[src/rtl/dclm_pkg.sv]
// constants and carrier types for the dual channel limit monitor
package dclm_pkg;
  // register indices, byte address is four times the index
  localparam logic [3:0]  IDX_CONFIG2  = 4'h2;
  localparam logic [3:0]  IDX_STATUS   = 4'h3;
  localparam logic [3:0]  IDX_LOWER    = 4'h4;
  localparam logic [3:0]  IDX_UPPER    = 4'h5;
  localparam logic [3:0]  IDX_IRQ_EN   = 4'h6;
  localparam logic [3:0]  IDX_IRQ_CLR  = 4'h7;
  localparam logic [15:0] LOWER_RESET  = 16'h0800;
  localparam logic [15:0] UPPER_RESET  = 16'h07FF;
  localparam logic [15:0] STATUS_RESET = 16'h0000;
  localparam logic [7:0]  SOFT_RESET   = 8'h3C;
  localparam logic [3:0]  LOW_NIBBLE   = 4'h0;
  localparam logic [3:0]  HIGH_NIBBLE  = 4'hF;
  // status bit positions
  localparam int BIT_A_UNDER = 0;
  localparam int BIT_A_OVER  = 1;
  localparam int BIT_B_UNDER = 4;
  localparam int BIT_B_OVER  = 5;
  // irq event bits: one per conversion channel
  localparam logic [1:0]  IRQ_RESET = 2'h0;

  // one conversion result with its completion strobe
  typedef struct packed {
    logic        valid;
    logic [15:0] data;
  } dclm_conv_t;

  // widened compare pair
  typedef struct packed {
    logic [15:0] lower;
    logic [15:0] upper;
  } dclm_limits_t;
endpackage

[src/rtl/dclm_compare.sv]
// per channel limit comparator
`timescale 1ns/100ps
module dclm_compare (
  // limits and result
  input  wire dclm_pkg::dclm_limits_t limits,
  input  wire dclm_pkg::dclm_conv_t   conv,
  // indications, valid only with conv.valid
  output logic                        under_hit,
  output logic                        over_hit
);
  // strict compares: equal to a limit is no violation
  assign under_hit = conv.valid && (conv.data < limits.lower);
  assign over_hit  = conv.valid && (conv.data > limits.upper);
endmodule

[src/rtl/dclm_top.sv]
// limit monitor register bank with classic wishbone slave
`timescale 1ns/100ps
module dclm_top (
  // clock and reset
  input  wire  logic                 sys_clk,
  input  wire  logic                 rst_n,
  // conversion results
  input  wire  dclm_pkg::dclm_conv_t conv_a,
  input  wire  dclm_pkg::dclm_conv_t conv_b,
  // wishbone slave
  input  wire  logic                 wb_cyc_i,
  input  wire  logic                 wb_stb_i,
  input  wire  logic                 wb_we_i,
  input  wire  logic [31:0]          wb_adr_i,
  input  wire  logic [3:0]           wb_sel_i,
  input  wire  logic [31:0]          wb_dat_i,
  output logic [31:0]                wb_dat_o,
  output logic                       wb_ack_o,
  // interrupt
  output logic                       irq
);

  ////////////////////////////////////////////////////////////////////////////
  // reset release synchroniser
  logic rst_meta_n;
  logic rst_sync_n;

  // async assert, two-flop release
  always_ff @(posedge sys_clk or negedge rst_n) begin
    if (!rst_n) begin
      rst_meta_n <= 1'b0;
      rst_sync_n <= 1'b0;
    end else begin
      rst_meta_n <= 1'b1;
      rst_sync_n <= rst_meta_n;
    end
  end

  ////////////////////////////////////////////////////////////////////////////
  // bus decode
  logic        req;
  logic        wr_lo;
  logic        wr_hi;
  logic [3:0]  idx;
  logic        mapped;
  logic        rd_status;
  logic        wr_access;

  // one access per request, ack drops the cycle after
  assign req       = wb_cyc_i && wb_stb_i && !wb_ack_o;
  assign idx       = wb_adr_i[5:2];
  assign wr_access = req && wb_we_i;
  assign wr_lo     = wr_access && wb_sel_i[0];
  assign wr_hi     = wr_access && wb_sel_i[1];
  assign rd_status = req && !wb_we_i && (idx == dclm_pkg::IDX_STATUS);
  assign mapped    = (wb_adr_i[31:6] == 26'h0000000) && (wb_adr_i[1:0] == 2'h0) &&
                     (idx >= dclm_pkg::IDX_CONFIG2) && (idx <= dclm_pkg::IDX_IRQ_CLR);

  ////////////////////////////////////////////////////////////////////////////
  // limit registers, low 12 bits writable
  logic [11:0] lower_field;
  logic [11:0] upper_field;

  // the index nibble is not stored, it is rebuilt on read
  always_ff @(posedge sys_clk or negedge rst_sync_n) begin
    if (!rst_sync_n) begin
      lower_field <= dclm_pkg::LOWER_RESET[11:0];
      upper_field <= dclm_pkg::UPPER_RESET[11:0];
    end else begin
      if (idx == dclm_pkg::IDX_LOWER) begin
        if (wr_lo) lower_field[7:0]  <= wb_dat_i[7:0];
        if (wr_hi) lower_field[11:8] <= wb_dat_i[11:8];
      end
      if (idx == dclm_pkg::IDX_UPPER) begin
        if (wr_lo) upper_field[7:0]  <= wb_dat_i[7:0];
        if (wr_hi) upper_field[11:8] <= wb_dat_i[11:8];
      end
    end
  end

  // widened compare values
  dclm_pkg::dclm_limits_t limits;
  assign limits.lower = {lower_field, dclm_pkg::LOW_NIBBLE};
  assign limits.upper = {upper_field, dclm_pkg::HIGH_NIBBLE};

  ////////////////////////////////////////////////////////////////////////////
  // comparators, one per channel
  logic [1:0]        under_hit;
  logic [1:0]        over_hit;
  dclm_pkg::dclm_conv_t conv [2];
  assign conv[0] = conv_a;
  assign conv[1] = conv_b;

  genvar ch;
  generate
    for (ch = 0; ch < 2; ch++) begin : g_ch
      // each channel judged on its own strobe
      dclm_compare u_cmp (
        .limits    (limits),
        .conv      (conv[ch]),
        .under_hit (under_hit[ch]),
        .over_hit  (over_hit[ch])
      );
    end
  endgenerate

  ////////////////////////////////////////////////////////////////////////////
  // soft reset through the config reset field
  logic soft_clear;
  assign soft_clear = wr_lo && (idx == dclm_pkg::IDX_CONFIG2) &&
                      (wb_dat_i[7:0] == dclm_pkg::SOFT_RESET);

  ////////////////////////////////////////////////////////////////////////////
  // sticky limit flags; a new hit wins over a read clear
  logic flag_a_under;
  logic flag_a_over;
  logic flag_b_under;
  logic flag_b_over;
  logic clr_flags;
  assign clr_flags = rd_status || soft_clear;

  always_ff @(posedge sys_clk or negedge rst_sync_n) begin
    if (!rst_sync_n) begin
      flag_a_under <= 1'b0;
      flag_a_over  <= 1'b0;
      flag_b_under <= 1'b0;
      flag_b_over  <= 1'b0;
    end else begin
      flag_a_under <= under_hit[0] || (flag_a_under && !clr_flags);
      flag_a_over  <= over_hit[0]  || (flag_a_over  && !clr_flags);
      flag_b_under <= under_hit[1] || (flag_b_under && !clr_flags);
      flag_b_over  <= over_hit[1]  || (flag_b_over  && !clr_flags);
    end
  end

  logic [15:0] status_word;
  always_comb begin
    status_word = dclm_pkg::STATUS_RESET;
    status_word[15:12]                 = dclm_pkg::IDX_STATUS;
    status_word[dclm_pkg::BIT_A_UNDER] = flag_a_under;
    status_word[dclm_pkg::BIT_A_OVER]  = flag_a_over;
    status_word[dclm_pkg::BIT_B_UNDER] = flag_b_under;
    status_word[dclm_pkg::BIT_B_OVER]  = flag_b_over;
  end

  ////////////////////////////////////////////////////////////////////////////
  // interrupt: one sticky event bit per channel on any violation
  logic [1:0] irq_status;
  logic [1:0] irq_enable;
  logic [1:0] irq_event;
  logic [1:0] irq_clr;
  assign irq_event = under_hit | over_hit;
  assign irq_clr   = (wr_lo && (idx == dclm_pkg::IDX_IRQ_CLR)) ? wb_dat_i[1:0] : 2'h0;

  // set beats clear in the same cycle so no event is lost
  always_ff @(posedge sys_clk or negedge rst_sync_n) begin
    if (!rst_sync_n) begin
      irq_status <= dclm_pkg::IRQ_RESET;
    end else begin
      irq_status <= irq_event | (irq_status & ~irq_clr);
    end
  end

  always_ff @(posedge sys_clk or negedge rst_sync_n) begin
    if (!rst_sync_n) begin
      irq_enable <= dclm_pkg::IRQ_RESET;
    end else if (wr_lo && (idx == dclm_pkg::IDX_IRQ_EN)) begin
      irq_enable <= wb_dat_i[1:0];
    end
  end

  assign irq = |(irq_status & irq_enable);

  ////////////////////////////////////////////////////////////////////////////
  // read mux and ack, one wait-free cycle
  logic [15:0] next_rdata;
  always_comb begin
    next_rdata = 16'h0000;
    case (idx)
      dclm_pkg::IDX_CONFIG2: next_rdata = {dclm_pkg::IDX_CONFIG2, 12'h000};
      dclm_pkg::IDX_STATUS:  next_rdata = status_word;
      dclm_pkg::IDX_LOWER:   next_rdata = {dclm_pkg::IDX_LOWER, lower_field};
      dclm_pkg::IDX_UPPER:   next_rdata = {dclm_pkg::IDX_UPPER, upper_field};
      dclm_pkg::IDX_IRQ_EN:  next_rdata = {14'h0000, irq_enable};
      dclm_pkg::IDX_IRQ_CLR: next_rdata = {14'h0000, irq_status};
      default:               next_rdata = 16'h0000;
    endcase
    if (!mapped) next_rdata = 16'h0000;
  end

  // unmapped addresses still ack and read zero; writes decode only wb_adr_i[5:2], so aliases still write
  always_ff @(posedge sys_clk or negedge rst_sync_n) begin
    if (!rst_sync_n) begin
      wb_ack_o <= 1'b0;
      wb_dat_o <= 32'h00000000;
    end else begin
      wb_ack_o <= req;
      if (req && !wb_we_i) wb_dat_o <= {16'h0000, next_rdata};
    end
  end

  ////////////////////////////////////////////////////////////////////////////
  // assertions
  sticky_hold_a: assert property (@(posedge sys_clk) disable iff (!rst_sync_n)
    flag_a_under && !clr_flags |=> flag_a_under)
    else $error("channel a under flag dropped without clear");
  read_clears_a: assert property (@(posedge sys_clk) disable iff (!rst_sync_n)
    rd_status && !under_hit[1] |=> !flag_b_under)
    else $error("status read did not clear channel b under flag");
  b_over_set_a: assert property (@(posedge sys_clk) disable iff (!rst_sync_n)
    conv_b.valid && conv_b.data > {upper_field, 4'hF} |=> flag_b_over && status_word[5])
    else $error("channel b over flag not set");
  b_under_set_a: assert property (@(posedge sys_clk) disable iff (!rst_sync_n)
    conv_b.valid && conv_b.data < {lower_field, 4'h0} |=> status_word[4])
    else $error("channel b under flag not set");
  a_over_set_a: assert property (@(posedge sys_clk) disable iff (!rst_sync_n)
    conv_a.valid && conv_a.data > {upper_field, 4'hF} |=> status_word[1])
    else $error("channel a over flag not set");
  a_under_set_a: assert property (@(posedge sys_clk) disable iff (!rst_sync_n)
    conv_a.valid && conv_a.data < {lower_field, 4'h0} |=> status_word[0])
    else $error("channel a under flag not set");
  no_false_hit_a: assert property (@(posedge sys_clk) disable iff (!rst_sync_n)
    !flag_a_over && !(conv_a.valid && conv_a.data > {upper_field, 4'hF}) |=> !flag_a_over)
    else $error("channel a over flag set without violation");
  soft_clear_a: assert property (@(posedge sys_clk) disable iff (!rst_sync_n)
    soft_clear && !conv_a.valid && !conv_b.valid |=> status_word[5:0] == 6'h00 && $stable(lower_field))
    else $error("soft reset did not clear status or changed limits");
  rd_index_a: assert property (@(posedge sys_clk) disable iff (!rst_sync_n)
    req && !wb_we_i && idx == dclm_pkg::IDX_LOWER && mapped |=> wb_ack_o && wb_dat_o[15:12] == 4'h4)
    else $error("lower limit read lacks its index");
  ack_one_a: assert property (@(posedge sys_clk) disable iff (!rst_sync_n)
    wb_ack_o |=> !wb_ack_o)
    else $error("ack held longer than one cycle");

  ////////////////////////////////////////////////////////////////////////////
  // boundary checks: a result equal to a widened limit is never a hit

  // channel a on the lower limit itself
  a_under_equal_a: assert property (@(posedge sys_clk) disable iff (!rst_sync_n)
    conv_a.valid && conv_a.data == limits.lower |-> !under_hit[0])
    else $error("channel a under hit on equal value");

  // channel a on the upper limit itself
  a_over_equal_a: assert property (@(posedge sys_clk) disable iff (!rst_sync_n)
    conv_a.valid && conv_a.data == limits.upper |-> !over_hit[0])
    else $error("channel a over hit on equal value");

  // channel b on the lower limit itself
  b_under_equal_a: assert property (@(posedge sys_clk) disable iff (!rst_sync_n)
    conv_b.valid && conv_b.data == limits.lower |-> !under_hit[1])
    else $error("channel b under hit on equal value");

  // channel b on the upper limit itself
  b_over_equal_a: assert property (@(posedge sys_clk) disable iff (!rst_sync_n)
    conv_b.valid && conv_b.data == limits.upper |-> !over_hit[1])
    else $error("channel b over hit on equal value");

  ////////////////////////////////////////////////////////////////////////////
  // no flag rises without its own channel violating

  // channel b under needs a channel b result below the limit
  b_under_none_a: assert property (@(posedge sys_clk) disable iff (!rst_sync_n)
    !flag_b_under && !(conv_b.valid && conv_b.data < limits.lower) |=> !flag_b_under)
    else $error("channel b under flag set without violation");

  // channel a under needs a channel a result below the limit
  a_under_none_a: assert property (@(posedge sys_clk) disable iff (!rst_sync_n)
    !flag_a_under && !(conv_a.valid && conv_a.data < limits.lower) |=> !flag_a_under)
    else $error("channel a under flag set without violation");

  // channel b over needs a channel b result above the limit
  b_over_none_a: assert property (@(posedge sys_clk) disable iff (!rst_sync_n)
    !flag_b_over && !(conv_b.valid && conv_b.data > limits.upper) |=> !flag_b_over)
    else $error("channel b over flag set without violation");

  ////////////////////////////////////////////////////////////////////////////
  // stickiness of the remaining flags and read clear of channel a under

  // channel a over stays up until a clear
  a_over_sticky_a: assert property (@(posedge sys_clk) disable iff (!rst_sync_n)
    flag_a_over && !clr_flags |=> flag_a_over)
    else $error("channel a over flag dropped without clear");

  // channel b under stays up until a clear
  b_under_sticky_a: assert property (@(posedge sys_clk) disable iff (!rst_sync_n)
    flag_b_under && !clr_flags |=> flag_b_under)
    else $error("channel b under flag dropped without clear");

  // channel b over stays up until a clear
  b_over_sticky_a: assert property (@(posedge sys_clk) disable iff (!rst_sync_n)
    flag_b_over && !clr_flags |=> flag_b_over)
    else $error("channel b over flag dropped without clear");

  // a status read drops channel a under unless a new hit lands
  a_read_clear_a: assert property (@(posedge sys_clk) disable iff (!rst_sync_n)
    rd_status && !under_hit[0] |=> !flag_a_under)
    else $error("status read did not clear channel a under flag");

  ////////////////////////////////////////////////////////////////////////////
  // register bus behaviour

  // status read carries its own index in the top nibble
  status_index_a: assert property (@(posedge sys_clk) disable iff (!rst_sync_n)
    req && !wb_we_i && idx == dclm_pkg::IDX_STATUS && mapped |=> wb_dat_o[15:12] == dclm_pkg::IDX_STATUS)
    else $error("status read lacks its index");

  // upper limit read carries its own index in the top nibble
  upper_index_a: assert property (@(posedge sys_clk) disable iff (!rst_sync_n)
    req && !wb_we_i && idx == dclm_pkg::IDX_UPPER && mapped |=> wb_dat_o[15:12] == dclm_pkg::IDX_UPPER)
    else $error("upper limit read lacks its index");

  // lower field moves only on a write to its own index
  lower_hold_a: assert property (@(posedge sys_clk) disable iff (!rst_sync_n)
    !(wr_access && idx == dclm_pkg::IDX_LOWER) |=> $stable(lower_field))
    else $error("lower limit changed without a write");

  // upper field moves only on a write to its own index
  upper_hold_a: assert property (@(posedge sys_clk) disable iff (!rst_sync_n)
    !(wr_access && idx == dclm_pkg::IDX_UPPER) |=> $stable(upper_field))
    else $error("upper limit changed without a write");

  // every taken request is answered on the next cycle
  ack_follow_a: assert property (@(posedge sys_clk) disable iff (!rst_sync_n)
    req |=> wb_ack_o)
    else $error("request not acknowledged");

  // unmapped reads return zero so software sees no ghost register
  unmapped_zero_a: assert property (@(posedge sys_clk) disable iff (!rst_sync_n)
    req && !wb_we_i && !mapped |=> wb_dat_o == 32'h00000000)
    else $error("unmapped read returned data");

  // reserved status bits always read zero
  spare_zero_a: assert property (@(posedge sys_clk) disable iff (!rst_sync_n)
    status_word[11:6] == 6'h00 && status_word[3:2] == 2'h0)
    else $error("reserved status bits not zero");

  ////////////////////////////////////////////////////////////////////////////
  // interrupt behaviour

  // an enabled channel b event raises the line next cycle
  irq_set_a: assert property (@(posedge sys_clk) disable iff (!rst_sync_n)
    irq_enable[1] && irq_event[1] && !(wr_lo && idx == dclm_pkg::IDX_IRQ_EN) |=> irq)
    else $error("enabled event did not raise irq");

  // with every enable off the line stays quiet
  irq_quiet_a: assert property (@(posedge sys_clk) disable iff (!rst_sync_n)
    irq_enable == dclm_pkg::IRQ_RESET |-> !irq)
    else $error("irq raised while masked");

  lim_write_c: cover property (@(posedge sys_clk) disable iff (!rst_sync_n) wr_lo && idx == dclm_pkg::IDX_LOWER);

  b_over_c: cover property (@(posedge sys_clk) disable iff (!rst_sync_n) over_hit[1] ##1 rd_status);
  a_under_c: cover property (@(posedge sys_clk) disable iff (!rst_sync_n) under_hit[0] && irq_enable[0]);
  soft_c: cover property (@(posedge sys_clk) disable iff (!rst_sync_n) soft_clear && flag_a_over);
  irq_c: cover property (@(posedge sys_clk) disable iff (!rst_sync_n) irq ##1 !irq);
endmodule

[config.mk]
export PLATFORM = sky130hd
export DESIGN_NAME = dclm_top
export DESIGN_NICKNAME = d
export VERILOG_FILES = /design/src/rtl/dclm_pkg.sv /design/src/rtl/dclm_compare.sv /design/src/rtl/dclm_top.sv
export SDC_FILE = /design/constraint.sdc
export NUM_CORES = 1
export LEC_CHECK = 0
export ABC_AREA = 1
export BUFFER_PORTS_ARGS = -buffer_cell sky130_fd_sc_hd__buf_2
export CAP_MARGIN = 5
export CORE_ASPECT_RATIO = 2
export CORE_UTILIZATION = 50
export CTS_CLUSTER_DIAMETER = 80
export DETAILED_ROUTE_END_ITERATION = 10
export GPL_TIMING_DRIVEN = 0
export PLACE_DENSITY = 0.81
export SLEW_MARGIN = 20
export SYNTH_ARGS = -nofsm -noshare
export SYNTH_HDL_FRONTEND = slang
export SYNTH_SLANG_ARGS = --single-unit
[constraint.sdc]
create_clock -name sys_clk -period 2.1 [get_ports sys_clk]
set_input_delay 0.315 -clock sys_clk [delete_from_list [all_inputs] [get_ports sys_clk]]
set_output_delay 0.315 -clock sys_clk [all_outputs]
set_load 0.02 [all_outputs]
==> flow_summary.toml, run 1 <==
[timing]
post-route-min-period_ns = 1.861
finClkSkew_ns = 0.007149
totalNegativeSetupSlack_ns = 0
hold_ws_ns = 0.1672
rsz_0062_raised_after_global_routing = "false"
finalWorstSetupSlack_ns = 0.2387
final_min_period_over_clock_period_pct = 88.63
setup_viol = 0
timing.fmax_mhz = 537.3
hold_viol_final = 0
drv_slew = 0

[synthesis]
dominantRegCellSynth = "sky130_fd_sc_hd__dfrtp_1"
syn-instance-count = 543
synth-seq-cells = 50
syn-cell-area_mm2 = 0.003827
synth.avg_cell_area_um2 = 7.049
synth_edf_count = 0
synthArstFlopShare_pct = 100.0
synth_warnings = 0
seq_area_frac_synth_pct = 33.08
post_synth_num_cell_types = 31

[detailed_routing]
drt_drc_violations_left = 0
number_of_search_and_repair_iterations_in_the_first_detailed_routing_pass = 4
drt_iter0_markers = 172
wire_per_inst_um = 13.08
avgViaCountPerCell = 5.034
num_vias = 3836
drt_wl_total_um = 9968
route.antenna.remaining_nets = 0

[layout]
area.growth.synth_to_final_pct = 22.62
diode_insertion_count_for_antenna_repair = 0
layout_commonest_cell = "sky130_fd_sc_hd__nand2_1"
most-common-layout-cells = "sky130_fd_sc_hd__nand2_1 (176), sky130_fd_sc_hd__buf_2 (104), sky130_fd_sc_hd__inv_1 (73), sky130_fd_sc_hd__nor2_1 (55), sky130_fd_sc_hd__ha_1 (46)"
finalNetCount = 822
fin_cells = 762
proportion_of_layout_cells_with_a_drive_suffix_above_1_pct = 24.33

[placed_design]
detailedPlacementHpwl_um = 8403
dp_worst_slack_ns = 0.2422
place.detailed.instances = 753
gp_congestion = 0.8823
port-buffer-count = 101

[setup_path]
r2r.worst_path.cells = 8
critical_path_end_type = "register"
reg2reg_from = "upper_field[10]$_DFFE_PN1P_"
most_frequent_cell_on_the_critical_path = "sky130_fd_sc_hd__nand2_1"
regToRegSetupSlack_ns = 0.24
timing.critical_path.to = "irq_status[0]$_DFF_PN0_"
crit_type = "register to register"
worstSetupStartpointType = "register"
critical-path-max-stage-delay_ns = 0.53
worstPathCellList = "inv_1 > ha_1 > nand2_1 > nor2_1 > nand2_1 > o21a_1 > nand2_1 > nand3_1"
critPathArrivalTime_ns = 2.03
worst-endpoint-required_ns = 2.27
critical-path-slowest-cell = "sky130_fd_sc_hd__dfstp_2"
reg2reg_to = "irq_status[0]$_DFF_PN0_"
startpoint = "upper_field[10]$_DFFE_PN1P_"
path_max_fanout = 3

[floorplan]
fp-row-count = 44
die_height_um = 125.7
initial_utilization_pct = 52.27
fp.dieArea_mm2 = 0.008030
top_level_ports = 141
width_of_the_die_um = 63.87
fp.coreArea_mm2 = 0.007322

[run]
max_cap_viol_count = 0

[clocking]
clockBufferDepth = 2
worst_skew_pair.late_latency_ns = 0.29
numClockSinks = 50
clk_pin_slew_ns = 0.07
h-tree-depth = 2
cts_inserted_buffers = 5
clock-root-buffer = "sky130_fd_sc_hd__clkbuf_16"
tritoncts = "yes"

[pwr]
power_mw = 2.455
power-per-cell-area_mw_per_mm2 = 523.1
static-leakage-power_nw = 2.597
vdd_ir_drop_max_mv = 0.5461

[hold_path]
hp-class = "register to asynchronous set/reset pin"

[run_status]
outcome = "finished, final reports clean"

[global_route]
grt_start_max_net_pins = 36
total_track_usage_pct = 26.56
antenna_found_initial = 0
grt_overflow_total = 0
first_global_vias = 3911
grt_first_pass_wirelength_um = 16620
cell usage after synthesis (2+ instances only):
master	instances	area, um^2
sky130_fd_sc_hd__nand2_1	176	660.6
sky130_fd_sc_hd__inv_1	73	274.0
sky130_fd_sc_hd__nor2_1	55	206.5
sky130_fd_sc_hd__ha_1	46	575.6
sky130_fd_sc_hd__nand3_1	45	225.2
sky130_fd_sc_hd__dfrtp_1	38	950.9
sky130_fd_sc_hd__o21ai_0	22	110.1
sky130_fd_sc_hd__buf_4	17	127.6
sky130_fd_sc_hd__dfstp_2	12	315.3
sky130_fd_sc_hd__a21oi_1	11	55.05
sky130_fd_sc_hd__o21ai_1	10	50.05
sky130_fd_sc_hd__o21ai_2	7	61.31
sky130_fd_sc_hd__nor2_2	4	25.02
sky130_fd_sc_hd__buf_2	3	15.01
sky130_fd_sc_hd__a21o_1	2	15.01
sky130_fd_sc_hd__buf_6	2	22.52
sky130_fd_sc_hd__conb_1	2	7.510
sky130_fd_sc_hd__nand3b_1	2	15.01
sky130_fd_sc_hd__nand4_1	2	12.51
sky130_fd_sc_hd__nor3_1	2	10.01
sky130_fd_sc_hd__o21a_1	2	15.01
kinds of logic (layout without fill, tap and decap cells):
kind of cell    Yosys count  in the layout  share of synthesized area, %
compound gates           55             55                         8.238
buf+inv                  98            209                         11.83
fa+ha+maj                46             46                         15.04
simple gates            292            292                         31.61
other cells               2             18                        0.1962
flops                    50             50                         33.08
worst max-delay path, delay by kind of cell (launching register included):
kind | cells | cell delay (ns)
AND/OR/NAND/NOR | 5 | 0.66
adder cells (fa/ha/maj) | 1 | 0.28
buffers and inverters | 1 | 0.08
AO/OA/AOI/OAI | 1 | 0.18
flip-flops | 1 | 0.53
area by class of cell:
cell class	count	area (um^2)
buffer	23	168.9
clock buffer	5	125.1
clock inverter	3	28.78
fill	684	2629
inverter	75	284.0
multi-input combinational	411	2168
sequential	50	1267
tap	92	115.1
timing repair buffer	103	535.5
worst min-delay path by stage:
| stage | cells after the start | slack, ns | start | end |
|---|---|---|---|---|
| after floorplan | 0 | 0.02 | rst_n | rst_meta_n$_DFF_PN0_ |
| after global placement | 1 | 0.1 | rst_n | rst_meta_n$_DFF_PN0_ |
| after detailed placement | 1 | 0.10 | rst_n | rst_meta_n$_DFF_PN0_ |
| after CTS | 0 | 0.17 | rst_sync_n$_DFF_PN0_ | wb_dat_o[9]$_DFFE_PN0P_ |
| after global routing | 0 | 0.20 | rst_sync_n$_DFF_PN0_ | wb_dat_o[8]$_DFFE_PN0P_ |
| final | 0 | 0.17 | rst_sync_n$_DFF_PN0_ | wb_dat_o[8]$_DFFE_PN0P_ |
report_power, final:
| group | total [mW] | switching (mW) | internal [mW] |
|---|---|---|---|
| logic | 0.571 | 0.335 | 0.236 |
| registers | 1.05 | 0.0357 | 1.02 |
| clock network | 0.832 | 0.375 | 0.456 |
per-layer routing:
metal	global-route usage (%)	part of all wire, %	vias to the layer above
met4	15.51	5.6	0
met5	0	0	-
met1	24.37	34	1721
li1	-	-	1932
met3	2.808	4.1	41
met2	53.00	57	142
sequential cells by signal, indices dropped and copies added (netlist names):
| name | flops |
|---|---|
| rst_sync_n | 1 |
| flag_b_under | 1 |
| irq_status | 2 |
| flag_a_under | 1 |
| wb_dat_o | 15 |
| flag_b_over | 1 |
| lower_field | 12 |
| wb_ack_o | 1 |
| flag_a_over | 1 |
| upper_field | 12 |
| irq_enable | 2 |
| rst_meta_n | 1 |
timing repair:
item / in CTS / in global routing
buffers inserted: 0 / 0
hold buffers: 1 / 0
hold endpoints to repair: 2 / 0
gates resized for setup: 0 / 0
endpoints found under the setup margin: 0 / 0
through the flow:
step | area, um^2 | utilization, %
after floorplan | 3887 | -
after global placement | 4508 | 61.57
after detailed placement | 4529 | 61.86
after CTS | 4693 | 64.10
after global routing | 4693 | 64.10
final | 4693 | 64.10
Power figures use the tool's default switching activity.
==> inputs of run 2 (changes only) <==
--- a/config.mk
+++ b/config.mk
@@ -5,11 +5,10 @@
 export SDC_FILE = /design/constraint.sdc
 export NUM_CORES = 1
 export LEC_CHECK = 0
-export ABC_AREA = 1
 export BUFFER_PORTS_ARGS = -buffer_cell sky130_fd_sc_hd__buf_2
 export CAP_MARGIN = 5
 export CORE_ASPECT_RATIO = 2
-export CORE_UTILIZATION = 50
+export CORE_UTILIZATION = 49
 export CTS_CLUSTER_DIAMETER = 80
 export DETAILED_ROUTE_END_ITERATION = 10
 export GPL_TIMING_DRIVEN = 0
==> flow_summary.toml, run 2 <==
[floorplan]
die_height_um = 120.8
fp-row-count = 43
top_level_ports = 141
fp.coreArea_mm2 = 0.006887
fp.dieArea_mm2 = 0.007418
initial_utilization_pct = 50.22
width_of_the_die_um = 61.41

[timing]
slew_headroom_pct = 63.14
setup_viol = 0
final_min_period_over_clock_period_pct = 96.03
finalWorstSetupSlack_ns = 0.08342
hold_viol_final = 0
tightestPinTransition_ns = 0.5528
post-route-min-period_ns = 2.017
hold_ws_ns = 0.1667
drv_slew = 0
timing.fmax_mhz = 495.9
rsz_0062_raised_after_global_routing = "false"
finClkSkew_ns = 0.006398
totalNegativeSetupSlack_ns = 0

[setup_path]
worst-endpoint-required_ns = 2.28
path_max_fanout = 3
critPathArrivalTime_ns = 2.20
worstSetupStartpointType = "register"
crit_type = "register to register"
critical_path_end_type = "register"

[run]
max_cap_viol_count = 0

[detailed_routing]
drt_drc_violations_left = 1
avgViaCountPerCell = 5.469
number_of_search_and_repair_iterations_in_the_first_detailed_routing_pass = 7
num_vias = 3057
route.antenna.remaining_nets = 0
drt_wl_total_um = 9031
wire_per_inst_um = 16.16
drt_iter0_markers = 121

[layout]
largest_reg_flops = 15
seqCellArea_mm2 = 0.001267
proportion_of_layout_cells_with_a_drive_suffix_above_1_pct = 39.23
multi_input_gate_area_mm2 = 0.002012
registers.top_by_ff_count = "wb_dat_o"
fill_cells = 619
design_area_mm2 = 0.004339
finalNetCount = 621
most-common-layout-cells = "sky130_fd_sc_hd__buf_2 (102), sky130_fd_sc_hd__ha_1 (46), sky130_fd_sc_hd__dfrtp_1 (37), sky130_fd_sc_hd__nand2_1 (33), sky130_fd_sc_hd__mux2_2 (26)"
area.growth.synth_to_final_pct = 25.47
top_regs = "wb_dat_o: 15 flops, lower_field: 12 flops, upper_field: 12 flops"
diode_insertion_count_for_antenna_repair = 0
layout_commonest_cell = "sky130_fd_sc_hd__buf_2"

[synthesis]
post_synth_num_cell_types = 43
ys_top_cells_by_count = "sky130_fd_sc_hd__ha_1 (46), sky130_fd_sc_hd__dfrtp_1 (38), sky130_fd_sc_hd__nand2_1 (33)"
synth.avg_cell_area_um2 = 10.11
synth_warnings = 0
synth.largest_area_cell = "sky130_fd_sc_hd__dfrtp_1"
synthArstFlopShare_pct = 100.0
top_area_cells_in_the_synthesized_netlist = "sky130_fd_sc_hd__dfrtp_1 (27%), sky130_fd_sc_hd__ha_1 (17%), sky130_fd_sc_hd__dfstp_2 (9.1%), sky130_fd_sc_hd__mux2_2 (8.5%), sky130_fd_sc_hd__buf_4 (3.7%)"
synth_largest_type_area_fraction_pct = 27.50
dominantRegCellSynth = "sky130_fd_sc_hd__dfrtp_1"
syn-instance-count = 342
synth_edf_count = 0
synth-seq-cells = 50
synth.most_common_cell = "sky130_fd_sc_hd__ha_1"
syn-cell-area_mm2 = 0.003458
seq_area_frac_synth_pct = 36.61

[clocking]
h-tree-depth = 2
worst_skew_pair.late_latency_ns = 0.30
cts_inserted_buffers = 5
clock-root-buffer = "sky130_fd_sc_hd__clkbuf_16"
tritoncts = "yes"
clockBufferDepth = 2
cts_post_setup_buffers_inserted = 0
clk_pin_slew_ns = 0.07
numClockSinks = 50

[global_route]
total_track_usage_pct = 26.82
antenna_found_initial = 0
grt_overflow_total = 0
first_global_vias = 3174
grt_first_pass_wirelength_um = 14400
grt_start_max_net_pins = 36

[pwr]
power-per-cell-area_mw_per_mm2 = 564.1
vdd_ir_drop_max_mv = 0.5117
static-leakage-power_nw = 2.116

[placed_design]
dp_worst_slack_ns = 0.004333
gp_congestion = 0.9090
detailedPlacementHpwl_um = 7521
postPlaceCellArea_mm2 = 0.004158
port-buffer-count = 101

[run_status]
failing_checks = "DRC"
outcome = "complete, but fails checks"

[hold_path]
hp-class = "register to asynchronous set/reset pin"
run 2: cell types whose count changed after synthesis, sizes merged, moves of 6 or more:
cell | before | now
a21oi | 11 | 25
inv | 75 | 25
mux2 | 0 | 26
mux2i | 0 | 10
nand2 | 178 | 33
nand3 | 46 | 7
nand4 | 2 | 11
nor2 | 60 | 10
nor4 | 0 | 8
o21ai | 39 | 16
o31ai | 0 | 6
run 2: area by class of cell:
type                       count  share of cell area [%]
multi-input combinational    259                   46.37
clock buffer                   5                   2.884
buffer                        24                   3.777
timing repair buffer         103                   12.34
clock inverter                 3                  0.6632
inverter                      25                   2.163
tap                           90                   2.595
sequential                    50                   29.21
run 2: stage by stage:
| stage | utilization [%] | cells | power [mW] |
|---|---|---|---|
| final | 63.01 | 559 | 2.448 |
| after global routing | 63.01 | 559 | 2.584 |
| after CTS | 62.75 | 559 | 2.451 |
| after detailed placement | 60.37 | 550 | 1.615 |
| after global placement | 60.07 | 549 | 1.580 |
| after floorplan | - | 358 | 1.398 |
run 2: cells by family (layout without fill, tap and decap cells):
family / after synthesis / after routing / synth area share (%)
other cells: 2 / 18 / 0.2172
simple gates: 92 / 92 / 13.78
fa+ha+maj: 46 / 46 / 16.64
buf+inv: 49 / 160 / 7.452
flops: 50 / 50 / 36.61
compound gates: 65 / 65 / 12.63
mux: 38 / 38 / 12.66
run 2: layer usage:
layer | vias up | part of all wire, % | GRT usage [%]
li1 | 1466 | - | -
met1 | 1412 | 34 | 26.73
met2 | 135 | 56 | 50.41
met3 | 44 | 4.3 | 2.674
met4 | 0 | 5.2 | 14.58
met5 | - | 0 | 0
run 2: final timing paths:
check,end,slack [ns],from,depth (start not counted)
hold / removal,wb_dat_o[4]$_DFFE_PN0P_,0.17,rst_sync_n$_DFF_PN0_,0
min in group sys_clk,upper_field[10]$_DFFE_PN1P_,0.27,wb_dat_i[10],2
hold reg to reg,wb_dat_o[4]$_DFFE_PN0P_,0.17,rst_sync_n$_DFF_PN0_,0
setup reg to reg,irq_status[0]$_DFF_PN0_,0.08,upper_field[9]$_DFFE_PN1P_,6
setup / recovery,irq_status[0]$_DFF_PN0_,0.08,upper_field[9]$_DFFE_PN1P_,6
max in group asynchronous,upper_field[2]$_DFFE_PN1P_,1.37,rst_sync_n$_DFF_PN0_,1
run 2: critical path, cell delays in order, from the launching register on:
cell and delay, ns:
sky130_fd_sc_hd__dfstp_2 0.54, sky130_fd_sc_hd__inv_1 0.06, sky130_fd_sc_hd__ha_1 0.31, sky130_fd_sc_hd__a21oi_1 0.22
sky130_fd_sc_hd__o21ai_1 0.13, sky130_fd_sc_hd__o311a_1 0.40, sky130_fd_sc_hd__a211o_1 0.24
run 2: timing repair:
action / in CTS / in global routing
hold buffers: 1 / 0
resized for setup: 0 / 6
endpoints found under the hold margin: 2 / 0
endpoints found under the setup margin: 0 / 2
run 2: power breakdown:
part           switching (mW)  internal, mW
logic                   0.301         0.255
registers              0.0353          1.02
clock network           0.382         0.457
==> inputs of run 3 (changes only) <==
--- a/config.mk
+++ b/config.mk
@@ -7,12 +7,14 @@
 export LEC_CHECK = 0
 export BUFFER_PORTS_ARGS = -buffer_cell sky130_fd_sc_hd__buf_2
 export CAP_MARGIN = 5
+export CELL_PAD_IN_SITES_DETAIL_PLACEMENT = 0
+export CELL_PAD_IN_SITES_GLOBAL_PLACEMENT = 1
 export CORE_ASPECT_RATIO = 2
-export CORE_UTILIZATION = 49
+export CORE_UTILIZATION = 36
 export CTS_CLUSTER_DIAMETER = 80
 export DETAILED_ROUTE_END_ITERATION = 10
 export GPL_TIMING_DRIVEN = 0
-export PLACE_DENSITY = 0.81
+export PLACE_DENSITY_LB_ADDON = 0.1
 export SLEW_MARGIN = 20
 export SYNTH_ARGS = -nofsm -noshare
 export SYNTH_HDL_FRONTEND = slang
==> flow_summary.toml, run 3 (synthesis results as in run 2) <==
[floorplan]
die_height_um = 140.6
fp.coreArea_mm2 = 0.009321
top_level_ports = 141
fp.dieArea_mm2 = 0.01003
fp-row-count = 50
initial_utilization_pct = 37.10
width_of_the_die_um = 71.31

[detailed_routing]
num_vias = 2954
drt_wl_total_um = 9370
route.antenna.remaining_nets = 0
drt_drc_violations_left = 7
drt_iter0_markers = 74
avgViaCountPerCell = 5.155
number_of_search_and_repair_iterations_in_the_first_detailed_routing_pass = 7
wire_per_inst_um = 16.35

[setup_path]
reg2reg_to = "irq_status[1]$_DFF_PN0_"
critPathArrivalTime_ns = 2.17
r2r.worst_path.cells = 6
reg2reg_from = "upper_field[10]$_DFFE_PN1P_"
critical_path_end_type = "register"
crit_type = "register to register"
regToRegSetupSlack_ns = 0.11
path_max_fanout = 3
worstSetupStartpointType = "register"
worst-endpoint-required_ns = 2.28

[global_route]
total_track_usage_pct = 19.63
first_global_vias = 3164
grt_start_max_net_pins = 34
grt_overflow_total = 0
grt_first_pass_wirelength_um = 15110
antenna_found_initial = 0

[run_status]
failing_checks = "DRC"
outcome = "complete, but fails checks"

[layout]
fin_cells = 573
finalNetCount = 621
area.growth.synth_to_final_pct = 25.43
design_area_mm2 = 0.004338
proportion_of_layout_cells_with_a_drive_suffix_above_1_pct = 38.81
layout_commonest_cell = "sky130_fd_sc_hd__buf_2"
largest_reg_flops = 15
registers.top_by_ff_count = "wb_dat_o"
top_regs = "wb_dat_o: 15 flops, lower_field: 12 flops, upper_field: 12 flops"
diode_insertion_count_for_antenna_repair = 0
most-common-layout-cells = "sky130_fd_sc_hd__buf_2 (102), sky130_fd_sc_hd__ha_1 (46), sky130_fd_sc_hd__dfrtp_1 (37), sky130_fd_sc_hd__nand2_1 (33), sky130_fd_sc_hd__mux2_2 (26)"

[placed_design]
detailedPlacementHpwl_um = 8135
gp_congestion = 0.7695
postPlaceCellArea_mm2 = 0.004175
dp_worst_slack_ns = -0.04328
place.detailed.instances = 564
port-buffer-count = 101

[timing]
final_min_period_over_clock_period_pct = 94.92
finClkSkew_ns = 0.005754
finalWorstSetupSlack_ns = 0.1067
rsz_0062_raised_after_global_routing = "true"
tightestPinTransition_ns = 0.5769
timing.fmax_mhz = 501.7
setup_viol = 0
drv_slew = 0
post-route-min-period_ns = 1.993
hold_viol_final = 0
slew_headroom_pct = 61.54

[hold_path]
hp-class = "register to asynchronous set/reset pin"

[pwr]
static-leakage-power_nw = 2.107
vdd_ir_drop_max_mv = 0.4558
power_mw = 2.385
power-per-cell-area_mw_per_mm2 = 549.9

[clocking]
clock-root-buffer = "sky130_fd_sc_hd__clkbuf_16"
cts_inserted_buffers = 5
clk_pin_slew_ns = 0.07
h-tree-depth = 2
worst_skew_pair.late_latency_ns = 0.29
clockBufferDepth = 2
tritoncts = "yes"
numClockSinks = 50

[run]
max_cap_viol_count = 0
run 3: changes by cell type in the layout (fill, tap and decap cells not counted), sizes merged:
cell / previous run / this run
clkbuf: 9 / 10
clkinv: 1 / 2
inv: 27 / 25
run 3: worst max-delay path, cell delays in order (launching register included):
cell,delay [ns]
sky130_fd_sc_hd__dfstp_2,0.54
sky130_fd_sc_hd__inv_1,0.06
sky130_fd_sc_hd__ha_1,0.31
sky130_fd_sc_hd__nand4_1,0.16
sky130_fd_sc_hd__o41ai_1,0.44
sky130_fd_sc_hd__a21oi_2,0.10
sky130_fd_sc_hd__a211o_1,0.27
run 3: timing repair:
action,in CTS,in global routing
pin swaps,1,0
gates cloned,0,0
setup buffers,0,0
gates resized for setup,2,3
setup endpoints to repair,2,2
hold buffers,1,0
hold endpoints to repair,2,0
run 3: where the power goes:
part | total, mW | switching (mW) | internal, mW
registers | 1.05 | 0.0363 | 1.02
logic | 0.543 | 0.291 | 0.252
clock network | 0.788 | 0.346 | 0.442
total | 2.39 | 0.674 | 1.71
run 3: worst max path at each step:
stage                                     endpoint  cells after the start  slack [ns]                        start
after global placement     irq_status[1]$_DFF_PN0_                      7       -0.06   upper_field[3]$_DFFE_PN1P_
after detailed placement   irq_status[1]$_DFF_PN0_                      7       -0.04   upper_field[3]$_DFFE_PN1P_
after CTS                  irq_status[0]$_DFF_PN0_                      6        0.03   upper_field[9]$_DFFE_PN1P_
after floorplan           wb_dat_o[10]$_DFFE_PN0P_                      7        0.30                 wb_adr_i[21]
after global routing       irq_status[1]$_DFF_PN0_                      6       -0.06  upper_field[10]$_DFFE_PN1P_
final                      irq_status[1]$_DFF_PN0_                      6        0.11  upper_field[10]$_DFFE_PN1P_
run 3: area by class of cell:
| type | count | area (um^2) |
|---|---|---|
| Buffer | 24 | 163.9 |
| Clock buffer | 6 | 128.9 |
| Clock inverter | 2 | 13.76 |
| Fill cell | 943 | 4984 |
| Inverter | 25 | 93.84 |
| Multi-Input combinational cell | 259 | 2004 |
| Sequential cell | 50 | 1267 |
| Tap cell | 104 | 130.1 |
| Timing Repair Buffer | 103 | 535.5 |
run 3: layer usage:
layer / vias to the layer above / track usage (%) / part of all wire [%]
li1: 1457 / - / -
met1: 1398 / 18.81 / 34
met2: 89 / 40.95 / 60
met3: 10 / 1.930 / 3.9
met4: 0 / 6.737 / 2.0
met5: - / 0 / 0
run 3: metrics by stage:
step	util, %	setup TNS (ns)	hold slack (ns)
2_1_floorplan	-	0	0.01941
3_3_place_gp	44.56	-0.05786	0.1002
3_5_place_dp	44.79	-0.04328	0.1025
4_1_cts	46.43	0	0.1971
5_1_grt	46.54	-0.05900	0.2161
6_report	46.54	0	0.1857
